## src/logic/usr_regs.svh

```systemverilog
// register indices, field positions and reset values of the synchronous serial port
`ifndef USR_REGS_SVH
`define USR_REGS_SVH

// register indices; the byte address on the bus is four times the index
`define USR_IDX_INT_CONTROL     8'h0b
`define USR_IDX_INT_FLAGS       8'h0c
`define USR_IDX_RX_CTRL         8'h18
`define USR_IDX_TX_BUF          8'h19
`define USR_IDX_RX_BUF          8'h1a
`define USR_IDX_INT_ENABLES     8'h8c
`define USR_IDX_TX_CTRL         8'h98
`define USR_IDX_BAUD            8'h99

// interrupt_control fields
`define USR_GLOBAL_INT_EN       7
`define USR_PERIPH_INT_EN       6
// peripheral_int_flags and peripheral_int_enables fields
`define USR_RX_FLAG             5
`define USR_TX_FLAG             4
// receive_control_status fields
`define USR_SERIAL_PORT_EN      7
`define USR_NINE_BIT_RX         6
`define USR_SINGLE_RX_EN        5
`define USR_CONT_RX_EN          4
`define USR_FRAMING_ERR         2
`define USR_OVERRUN_ERR         1
`define USR_RX_NINTH            0
// transmit_control_status fields
`define USR_CLOCK_SOURCE        7
`define USR_NINE_BIT_TX         6
`define USR_TX_EN               5
`define USR_CLOCKED_MODE        4
`define USR_HIGH_SPEED          2
`define USR_SHIFTER_EMPTY       1
`define USR_TX_NINTH            0

// reset values
`define USR_RST_INT_CONTROL     8'h00
`define USR_RST_INT_ENABLES     8'h00
`define USR_RST_TX_BUF          8'h00
`define USR_RST_BAUD            8'h00
`define USR_RST_TX_CTRL         8'h02

// word lengths in bits and receive queue depth
`define USR_BITS_SHORT          4'h8
`define USR_BITS_LONG           4'h9
`define USR_RX_DEPTH            2'h2

`endif

```

## src/logic/usr_pkg.sv

```systemverilog
// types shared by the synchronous serial port
`default_nettype none
package usr_pkg;

	typedef struct packed {
		logic        cyc;
		logic        stb;
		logic        we;
		logic [9:0]  adr;
		logic [3:0]  sel;
		logic [31:0] dat;
	} usr_wb_req_s;

	typedef struct packed {
		logic        ack;
		logic [31:0] dat;
	} usr_wb_rsp_s;

	typedef struct packed {
		logic       ninth;
		logic [7:0] data;
	} usr_rx_entry_s;

	typedef enum logic [1:0] {
		USR_MODE_IDLE,
		USR_MODE_TX,
		USR_MODE_RX
	} usr_mode_e;

endpackage : usr_pkg

`default_nettype wire

```

## src/logic/usr_sync_port.sv

```systemverilog
// synchronous half-duplex serial port with wishbone register access
//
// What this block does
// - continuous enable, or single enable in master mode, starts synchronous reception
// - sample data on shift clock falling edge
// - single enable receives exactly one word
// - continuous enable receives until cleared
// - both enables set behaves as continuous
// - completed word enters buffer, then flag sets
// - receive interrupt gated by its enable
// - receive flag read-only, clears when emptied
// - receive buffer is two-entry ordered queue
// - full buffer at last bit sets overrun
// - overrun blocks reception; clearing continuous clears it
// - ninth bit queued with word, follows reads
// - clock source cleared selects external clock
// - slave mode keeps working during sleep; here slave edges are sampled through synchronisers clocked by clk_i
// - second word waits, transmit flag stays clear
// - second word moves, then transmit flag sets
// - transmit interrupt wakes; vector needs global enable
// - half duplex: receive and transmit exclusive
// - continuous or master single enable aborts transmit, releases data; here tsr_reg keeps its word and bit count and carries on afterwards
// - single enable self-clears, transmit resumes
// - transmit flag set on handover, cleared by write
`include "usr_regs.svh"
`timescale 1ns/1ps
`default_nettype none

module usr_sync_port (
	input  wire logic                 clk_i,
	input  wire logic                 reset_n_i,
	input  wire usr_pkg::usr_wb_req_s wb_req_i,
	output var  usr_pkg::usr_wb_rsp_s wb_rsp_o,
	input  wire logic                 ck_i,
	output logic                      ck_o,
	output logic                      ck_oe_o,
	input  wire logic                 dt_i,
	output logic                      dt_o,
	output logic                      dt_oe_o,
	output logic                      int_request_o,
	output logic                      int_vector_o
);
	import usr_pkg::*;

	function automatic logic reg_hit(input logic [7:0] idx, input logic [7:0] code);
		reg_hit = (idx == code);
	endfunction : reg_hit

	function automatic logic [3:0] word_bits(input logic nine);
		word_bits = nine ? `USR_BITS_LONG : `USR_BITS_SHORT;
	endfunction : word_bits

	// registers
	logic [7:0]    int_ctl_reg;
	logic [7:0]    int_en_reg;
	logic [7:0]    baud_reg;
	logic [7:0]    tx_buf_reg;
	logic          tx_buf_full_reg;
	logic          tx_flag_reg;
	logic          serial_port_enable_reg, rx9_reg, single_receive_enable_reg, continuous_receive_enable_reg, overrun_error_reg;
	logic          clock_source_select_reg, tx9_reg, transmit_enable_reg, sync_reg, brgh_reg, transmit_ninth_bit_reg;
	logic          ack_reg;
	logic [31:0]   rdat_reg;
	// synchronisers
	logic          ck_s1_reg, ck_s2_reg, ck_s3_reg, dt_s1_reg, dt_s2_reg;
	// clock generator
	logic [7:0]    brg_cnt_reg;
	logic          ck_reg;
	// transmitter
	logic [8:0]    tsr_reg;
	logic          tsr_full_reg;
	logic [3:0]    tx_cnt_reg;
	logic          dt_out_reg;
	// receiver
	logic [8:0]    rsr_reg;
	logic [3:0]    rx_cnt_reg;
	usr_rx_entry_s rx_mem_reg [2];
	logic          rx_wr_ptr_reg, rx_rd_ptr_reg;
	logic [1:0]    rx_count_reg;

	// bus decode
	logic       wb_take, wb_wr, wb_rd;
	logic [7:0] idx;
	assign wb_take = wb_req_i.cyc & wb_req_i.stb & ~ack_reg;
	assign wb_wr   = wb_take & wb_req_i.we & wb_req_i.sel[0];
	assign wb_rd   = wb_take & ~wb_req_i.we;
	assign idx     = wb_req_i.adr[9:2];

	// mode
	logic      active, rx_on, shift_busy, rise, fall;
	usr_mode_e mode;
	assign active = serial_port_enable_reg & sync_reg;
	assign rx_on  = continuous_receive_enable_reg | (clock_source_select_reg & single_receive_enable_reg);

	always_comb begin
		if (!active)
			mode = USR_MODE_IDLE;
		else if (rx_on)
			mode = USR_MODE_RX;
		else if (transmit_enable_reg)
			mode = USR_MODE_TX;
		else
			mode = USR_MODE_IDLE;
	end

	// pin synchronisers
	always_ff @(posedge clk_i or negedge reset_n_i) begin
		if (!reset_n_i) begin
			ck_s1_reg <= 1'b0;
			ck_s2_reg <= 1'b0;
			ck_s3_reg <= 1'b0;
			dt_s1_reg <= 1'b0;
			dt_s2_reg <= 1'b0;
		end else begin
			ck_s1_reg <= ck_i;
			ck_s2_reg <= ck_s1_reg;
			ck_s3_reg <= ck_s2_reg;
			dt_s1_reg <= dt_i;
			dt_s2_reg <= dt_s1_reg;
		end
	end

	// master shift clock: period is 2*(baud_divisor+1) clk cycles
	logic brg_run, brg_tick;
	assign brg_run  = active & clock_source_select_reg & (transmit_enable_reg | continuous_receive_enable_reg | single_receive_enable_reg);
	assign brg_tick = brg_run & (brg_cnt_reg == 8'h00);

	always_ff @(posedge clk_i or negedge reset_n_i) begin
		if (!reset_n_i) begin
			brg_cnt_reg <= 8'h00;
			ck_reg      <= 1'b0;
		end else if (!brg_run) begin
			brg_cnt_reg <= 8'h00;
			ck_reg      <= 1'b0;
		end else if (brg_tick) begin
			brg_cnt_reg <= baud_reg;
			if (ck_reg | shift_busy)
				ck_reg <= ~ck_reg;
		end else begin
			brg_cnt_reg <= brg_cnt_reg - 8'h01;
		end
	end

	// slave edges come from the pin through the clk_i synchronisers ck_s2_reg and ck_s3_reg, so they stop without the core clock
	always_comb begin
		if (clock_source_select_reg) begin
			rise = brg_tick & ~ck_reg & shift_busy;
			fall = brg_tick & ck_reg;
		end else begin
			rise = active & ck_s2_reg & ~ck_s3_reg;
			fall = active & ~ck_s2_reg & ck_s3_reg;
		end
	end

	// transmitter
	logic       handover;
	logic [3:0] tx_len;
	assign tx_len   = word_bits(tx9_reg);
	assign handover = active & transmit_enable_reg & ~tsr_full_reg & tx_buf_full_reg;

	always_ff @(posedge clk_i or negedge reset_n_i) begin
		if (!reset_n_i) begin
			tsr_reg      <= 9'h000;
			tsr_full_reg <= 1'b0;
			tx_cnt_reg   <= 4'h0;
			dt_out_reg   <= 1'b0;
		end else if (!active || !transmit_enable_reg) begin
			tsr_full_reg <= 1'b0;
			tx_cnt_reg   <= 4'h0;
		end else if (handover) begin
			tsr_reg      <= {transmit_ninth_bit_reg, tx_buf_reg};
			tsr_full_reg <= 1'b1;
			tx_cnt_reg   <= 4'h0;
		end else if (mode == USR_MODE_TX && tsr_full_reg) begin
			if (rise && tx_cnt_reg < tx_len) begin
				dt_out_reg <= tsr_reg[tx_cnt_reg];
				tx_cnt_reg <= tx_cnt_reg + 4'h1;
			end else if (fall && tx_cnt_reg == tx_len) begin
				tsr_full_reg <= 1'b0;
				tx_cnt_reg   <= 4'h0;
			end
		end
	end

	// transmit buffer and its flag
	always_ff @(posedge clk_i or negedge reset_n_i) begin
		if (!reset_n_i) begin
			tx_buf_reg      <= `USR_RST_TX_BUF;
			tx_buf_full_reg <= 1'b0;
		end else if (wb_wr && reg_hit(idx, `USR_IDX_TX_BUF)) begin
			tx_buf_reg      <= wb_req_i.dat[7:0];
			tx_buf_full_reg <= 1'b1;
		end else if (handover) begin
			tx_buf_full_reg <= 1'b0;
		end
	end

	always_ff @(posedge clk_i or negedge reset_n_i) begin
		if (!reset_n_i)
			tx_flag_reg <= 1'b0;
		else if (handover)
			tx_flag_reg <= 1'b1;
		else if (wb_wr && reg_hit(idx, `USR_IDX_TX_BUF))
			tx_flag_reg <= 1'b0;
	end

	// receiver
	logic          rx_go, rx_last, rx_push, rx_pop;
	logic [3:0]    rx_len;
	logic [8:0]    rx_word;
	usr_rx_entry_s rx_head;
	assign rx_len  = word_bits(rx9_reg);
	assign rx_go   = (mode == USR_MODE_RX) & ~overrun_error_reg;
	assign rx_last = rx_go & fall & (rx_cnt_reg == rx_len - 4'h1);
	assign rx_push = rx_last & (rx_count_reg < `USR_RX_DEPTH);
	assign rx_pop  = wb_rd & reg_hit(idx, `USR_IDX_RX_BUF) & (rx_count_reg != 2'h0);
	assign rx_head = rx_mem_reg[rx_rd_ptr_reg];
	assign shift_busy = (mode == USR_MODE_TX) ? tsr_full_reg : rx_go;

	always_comb begin
		rx_word = rsr_reg;
		rx_word[rx_cnt_reg] = dt_s2_reg;
	end

	always_ff @(posedge clk_i or negedge reset_n_i) begin
		if (!reset_n_i) begin
			rsr_reg    <= 9'h000;
			rx_cnt_reg <= 4'h0;
		end else if (mode != USR_MODE_RX) begin
			rx_cnt_reg <= 4'h0;
		end else if (rx_go && fall) begin
			rsr_reg <= rx_word;
			if (rx_last)
				rx_cnt_reg <= 4'h0;
			else
				rx_cnt_reg <= rx_cnt_reg + 4'h1;
		end
	end

	// two-entry receive queue
	always_ff @(posedge clk_i or negedge reset_n_i) begin
		if (!reset_n_i) begin
			rx_mem_reg[0]  <= '0;
			rx_mem_reg[1]  <= '0;
			rx_wr_ptr_reg  <= 1'b0;
			rx_rd_ptr_reg  <= 1'b0;
			rx_count_reg   <= 2'h0;
		end else begin
			if (rx_push) begin
				rx_mem_reg[rx_wr_ptr_reg] <= '{ninth: rx9_reg & rx_word[8], data: rx_word[7:0]};
				rx_wr_ptr_reg             <= ~rx_wr_ptr_reg;
			end
			if (rx_pop)
				rx_rd_ptr_reg <= ~rx_rd_ptr_reg;
			if (rx_push && !rx_pop)
				rx_count_reg <= rx_count_reg + 2'h1;
			else if (rx_pop && !rx_push)
				rx_count_reg <= rx_count_reg - 2'h1;
		end
	end

	// receive control bits, overrun and single-word self clear
	always_ff @(posedge clk_i or negedge reset_n_i) begin
		if (!reset_n_i) begin
			serial_port_enable_reg <= 1'b0;
			rx9_reg  <= 1'b0;
			single_receive_enable_reg <= 1'b0;
			continuous_receive_enable_reg <= 1'b0;
		end else begin
			if (wb_wr && reg_hit(idx, `USR_IDX_RX_CTRL)) begin
				serial_port_enable_reg <= wb_req_i.dat[`USR_SERIAL_PORT_EN];
				rx9_reg  <= wb_req_i.dat[`USR_NINE_BIT_RX];
				single_receive_enable_reg <= wb_req_i.dat[`USR_SINGLE_RX_EN];
				continuous_receive_enable_reg <= wb_req_i.dat[`USR_CONT_RX_EN];
			end
			if (rx_last && !continuous_receive_enable_reg)
				single_receive_enable_reg <= 1'b0;
		end
	end

	always_ff @(posedge clk_i or negedge reset_n_i) begin
		if (!reset_n_i)
			overrun_error_reg <= 1'b0;
		else if (rx_last && rx_count_reg == `USR_RX_DEPTH)
			overrun_error_reg <= 1'b1;
		else if (wb_wr && reg_hit(idx, `USR_IDX_RX_CTRL) && !wb_req_i.dat[`USR_CONT_RX_EN])
			overrun_error_reg <= 1'b0;
	end

	// other software registers
	always_ff @(posedge clk_i or negedge reset_n_i) begin
		if (!reset_n_i) begin
			int_ctl_reg <= `USR_RST_INT_CONTROL;
			int_en_reg  <= `USR_RST_INT_ENABLES;
			baud_reg    <= `USR_RST_BAUD;
			clock_source_select_reg    <= 1'(`USR_RST_TX_CTRL >> `USR_CLOCK_SOURCE);
			tx9_reg     <= 1'b0;
			transmit_enable_reg    <= 1'b0;
			sync_reg    <= 1'b0;
			brgh_reg    <= 1'b0;
			transmit_ninth_bit_reg    <= 1'b0;
		end else if (wb_wr) begin
			if (reg_hit(idx, `USR_IDX_INT_CONTROL))
				int_ctl_reg <= wb_req_i.dat[7:0];
			if (reg_hit(idx, `USR_IDX_INT_ENABLES))
				int_en_reg <= wb_req_i.dat[7:0];
			if (reg_hit(idx, `USR_IDX_BAUD))
				baud_reg <= wb_req_i.dat[7:0];
			if (reg_hit(idx, `USR_IDX_TX_CTRL)) begin
				clock_source_select_reg <= wb_req_i.dat[`USR_CLOCK_SOURCE];
				tx9_reg  <= wb_req_i.dat[`USR_NINE_BIT_TX];
				transmit_enable_reg <= wb_req_i.dat[`USR_TX_EN];
				sync_reg <= wb_req_i.dat[`USR_CLOCKED_MODE];
				brgh_reg <= wb_req_i.dat[`USR_HIGH_SPEED];
				transmit_ninth_bit_reg <= wb_req_i.dat[`USR_TX_NINTH];
			end
		end
	end

	// read mux
	logic       rx_flag;
	logic [7:0] rd_byte;
	assign rx_flag = (rx_count_reg != 2'h0);

	always_comb begin
		rd_byte = 8'h00;
		case (idx)
			`USR_IDX_INT_CONTROL: rd_byte = int_ctl_reg;
			`USR_IDX_INT_FLAGS:   rd_byte = {2'h0, rx_flag, tx_flag_reg, 4'h0};
			`USR_IDX_RX_CTRL:     rd_byte = {serial_port_enable_reg, rx9_reg, single_receive_enable_reg, continuous_receive_enable_reg,
				2'h0, overrun_error_reg, rx_head.ninth};
			`USR_IDX_TX_BUF:      rd_byte = tx_buf_reg;
			`USR_IDX_RX_BUF:      rd_byte = rx_head.data;
			`USR_IDX_INT_ENABLES: rd_byte = int_en_reg;
			`USR_IDX_TX_CTRL:     rd_byte = {clock_source_select_reg, tx9_reg, transmit_enable_reg, sync_reg,
				1'b0, brgh_reg, ~tsr_full_reg, transmit_ninth_bit_reg};
			`USR_IDX_BAUD:        rd_byte = baud_reg;
			default:              rd_byte = 8'h00;
		endcase
	end

	always_ff @(posedge clk_i or negedge reset_n_i) begin
		if (!reset_n_i) begin
			ack_reg  <= 1'b0;
			rdat_reg <= 32'h0000_0000;
		end else begin
			ack_reg <= wb_take;
			if (wb_rd)
				rdat_reg <= {24'h00_0000, rd_byte};
		end
	end

	assign wb_rsp_o = '{ack: ack_reg, dat: rdat_reg};

	// pins
	assign ck_o    = ck_reg;
	assign ck_oe_o = brg_run;
	assign dt_o    = dt_out_reg;
	assign dt_oe_o = (mode == USR_MODE_TX);

	// interrupt request doubles as wake from sleep
	assign int_request_o = int_ctl_reg[`USR_PERIPH_INT_EN] &
		((rx_flag & int_en_reg[`USR_RX_FLAG]) | (tx_flag_reg & int_en_reg[`USR_TX_FLAG]));
	assign int_vector_o  = int_request_o & int_ctl_reg[`USR_GLOBAL_INT_EN];

endmodule : usr_sync_port

`default_nettype wire

```

## config.mk

```make
export PLATFORM = sky130hd
export DESIGN_NAME = usr_sync_port
export DESIGN_NICKNAME = d
export VERILOG_FILES = /design/src/logic/usr_pkg.sv /design/src/logic/usr_sync_port.sv
export VERILOG_INCLUDE_DIRS = /design/src /design/src/logic
export SDC_FILE = /design/constraint.sdc
export NUM_CORES = 1
export LEC_CHECK = 0
export ABC_AREA = 1
export BUFFER_PORTS_ARGS = -buffer_cell sky130_fd_sc_hd__buf_4
export CORE_ASPECT_RATIO = 2
export CORE_MARGIN = 3
export CORE_UTILIZATION = 25
export CTS_CLUSTER_SIZE = 24
export DETAILED_ROUTE_END_ITERATION = 6
export HOLD_SLACK_MARGIN = 0.03
export MAX_ROUTING_LAYER = met4
export PLACE_DENSITY = 0.5
export SETUP_SLACK_MARGIN = 0.3
export SLEW_MARGIN = 30
export SYNTH_ARGS = -nofsm -noshare
export SYNTH_HDL_FRONTEND = slang
export SYNTH_SLANG_ARGS = --single-unit
```

## constraint.sdc

```tcl
create_clock -name clk_i -period 2.31 [get_ports clk_i]
set_input_delay 0 -clock clk_i [delete_from_list [all_inputs] [get_ports clk_i]]
set_output_delay 0 -clock clk_i [all_outputs]
set_load 0.05 [all_outputs]
```

==> results.cfg <==
[layout]
layout.nets = 894
largest_reg_flops = 18
num_antenna_cells = 0
area_delta_synth_final_pct = 21.84
drive_above_1_share = 0.1449
post_layout_nonfiller_instances = 1129

[routing]
vias = 5196
avgViaCountPerCell = 4.602
route.detailed.drc = 0
drtAntennaViolNets = 0
first_iter_violations = 234
totalWireLength_um = 17910
routedWlPerCell_um = 15.86
firstDrtPassIters = 5

[critical_path]
startpoint = brg_cnt_reg[0]
rr_worst_depth = 12
arrival_ns = 2.23
startpoint_type = flip-flop
crit_type = flip-flop to flip-flop
end_kind = flip-flop
crit_fanout = 2
cp_data_required_time_ns = 2.61
r2r-end = rx_count_reg[1]
r2r_start = brg_cnt_reg[0]
r2r_setup_slack_ns = 0.38

[sta]
setup_slack_ns = 0.3829
rsz0062_at_grt = true
fmax_mhz = 518.9
finalCriticalPeriod_ns = 1.927
tightest_slew_ns = 0.6063
period_share = 0.8342
whs_ns = 0.09577
drv_slew = 0
clock_skew_ns = 0.006197
hold_viol_final = 0
maxSlewHeadroom = 0.5915
setup_tns_ns = 0
setup_viol = 0

[grt]
antenna_found_initial = 0
grt_pass1_vias = 5217
grt_pass1_wl_um = 28350
globalRouteTotalUtil = 0.1498
grt_overflow = 0
grt_max_degree = 66

[worst_hold_path]
min_to = rx_rd_ptr_reg
min_path_cells = 5
hp-start = wb_req_i[39]
hold_path.class = input port to flip-flop

[logic_synthesis]
synthDistinctLibCells = 41
yosysSeqAreaShare = 0.4848
netlist_instances = 756
ys_ff_latch = 118
syn-cell-area_sq_um = 6091
yosysWarningCount = 0
ys.flop_type = dfrtp_1
syn_avg_cell_area_sq_um = 8.057
ys_async_sr_fraction = 1.000
synth_edf_count = 0

[cts]
cts_made_buffers = 17
ctsRootBufferMaster = clkbuf_16
cts_tree = done
clk_latency_ns = 0.43
clockBufferDepth = 2
cts.sinks = 118
clk_pin_slew_ns = 0.05
htreeDepth = 4

[place]
hpwl_um = 13680
pre_cts_ws_ns = 0.2135
routabilityCongestion = 0.8848
dpl.cell_count = 1079
placement.io_buffers = 38

[job]
maxCapViolations = 0

[power]
p_leak_nw = 3.787
powerDensity_nw_per_um2 = 635.7
peakVddDrop_mv = 0.3727

[floorplan]
rows = 80
dieArea_sq_um = 26390
pin_count = 92
start_util = 0.2546
die_h_um = 226.7
fp.dieW_um = 116.4
core_area_sq_um = 23920

[run_status]
status = finished clean
==> power by group <==
| part | total [W] | internal (W) | switching (W) |
|---|---|---|---|
| Clock | 0.00235 | 0.00145 | 0.000899 |
| Combinational | 0.000275 | 0.0000662 | 0.000208 |
| Sequential | 0.00209 | 0.00208 | 0.00000929 |
| Total | 0.00472 | 0.00360 | 0.00112 |
==> logic make-up after synthesis <==
group                    after synthesis  synth area share
AND/OR/NAND/NOR                      352            0.2486
AO/OA/AOI/OAI                        136            0.1231
buffers and inverters                125            0.1015
flip-flops                           118            0.4848
XOR/XNOR                              10           0.01438
adder cells (fa/ha/maj)                9           0.01849
multiplexers                           5          0.008628
other                                  1         0.0006157
==> cell usage after synthesis (2+ instances only) <==
cell type	number	area [sq um]
nand2_1	219	822.0
dfrtp_1	118	2953
o21ai_0	90	450.4
inv_1	75	281.5
nand3_1	60	300.3
nor2_1	47	176.4
buf_4	26	195.2
a21oi_1	16	80.08
ha_1	9	112.6
nand4_1	9	56.30
o21ai_2	9	78.83
a31oi_1	6	37.54
buf_2	6	30.03
clkbuf_1	6	22.52
xor2_1	6	52.55
o211ai_1	5	37.54
o22ai_1	5	31.28
inv_2	4	15.01
nor3_1	4	20.02
xnor2_1	4	35.03
buf_6	3	33.78
mux2i_1	3	30.03
clkinv_1	2	7.510
mux2_2	2	22.52
nand2_4	2	22.52
nor2_2	2	12.51
nor2_4	2	22.52
o21a_1	2	15.01
o21ai_1	2	10.01
==> what timing repair did <==
action / CTS / global route
resized for setup: 5 / 4
hold buffers: 16 / 0
setup endpoints to repair: 1 / 5
hold endpoints to repair: 160 / 0
pin swaps: 3 / 2
setup buffers: 3 / 2
==> layout by cell type (no fill, tap or decap), drive strengths merged <==
cell type / count
inv: 80
nor4: 1
nor3: 5
o21a: 2
o211ai: 5
clkinv: 7
nor2: 51
a31oi: 6
mux2i: 3
nand4: 10
o221ai: 1
o22ai: 5
o21ai: 101
xnor2: 4
nand3: 61
conb: 24
dlygate4sd3: 16
a21oi: 16
buf: 61
dfrtp: 118
nand2: 221
clkbuf: 24
mux2: 2
nand3b: 2
and2: 1
xor2: 6
ha: 9
==> worst max-delay path: stages (launching register included) <==
cell and delay, ns:
dfrtp_1 0.39, inv_2 0.08, ha_4 0.13, nand3_1 0.09
nor2_2 0.16, nand3b_4 0.12, nand2_4 0.10, nand4_4 0.09
inv_4 0.08, ha_4 0.20, a21oi_2 0.10, o21ai_1 0.10
xor2_1 0.15
==> per-stage QoR <==
step / cell area (sq um) / total power [W] / util
6_report: 7421 / 0.004718 / 0.3102
5_1_grt: 7421 / 0.004897 / 0.3102
4_1_cts: 7385 / 0.004791 / 0.3087
3_5_place_dp: 6669 / 0.002385 / 0.2788
3_3_place_gp: 6669 / 0.002384 / 0.2788
2_1_floorplan: 6182 / 0.002291 / -
==> metal layers <==
metal / vias up / wire (um) / share of wire / track usage
li1: 2566 / - / - / -
met1: 2467 / 6257 / 0.35 / 0.1415
met2: 114 / 10020 / 0.56 / 0.2669
met3: 49 / 502 / 0.028 / 0.03072
met4: 0 / 1122 / 0.063 / 0.09816
met5: - / 0 / 0 / -
==> worst max path at each step <==
stage / end / slack, ns / cells past startpoint
3_3_place_gp: rx_count_reg[1] / 0.28 / 12
5_1_grt: int_en_reg[1] / 0.28 / 5
4_1_cts: rx_count_reg[1] / 0.31 / 12
3_5_place_dp: rx_count_reg[1] / 0.21 / 12
6_report: rx_count_reg[1] / 0.38 / 12
2_1_floorplan: rx_count_reg[1] / 0.31 / 13
==> cell type report <==
type	instances	area, sq um
multi-input cells	536	2645
fillers	2520	16500
well taps	287	359.1
repair buffers	77	630.6
clock inverters	5	25.02
inverters	82	315.3
clock buffers	24	491.7
flip-flops and latches	118	2954
No activity file was read; power rests on OpenSTA's default activity.
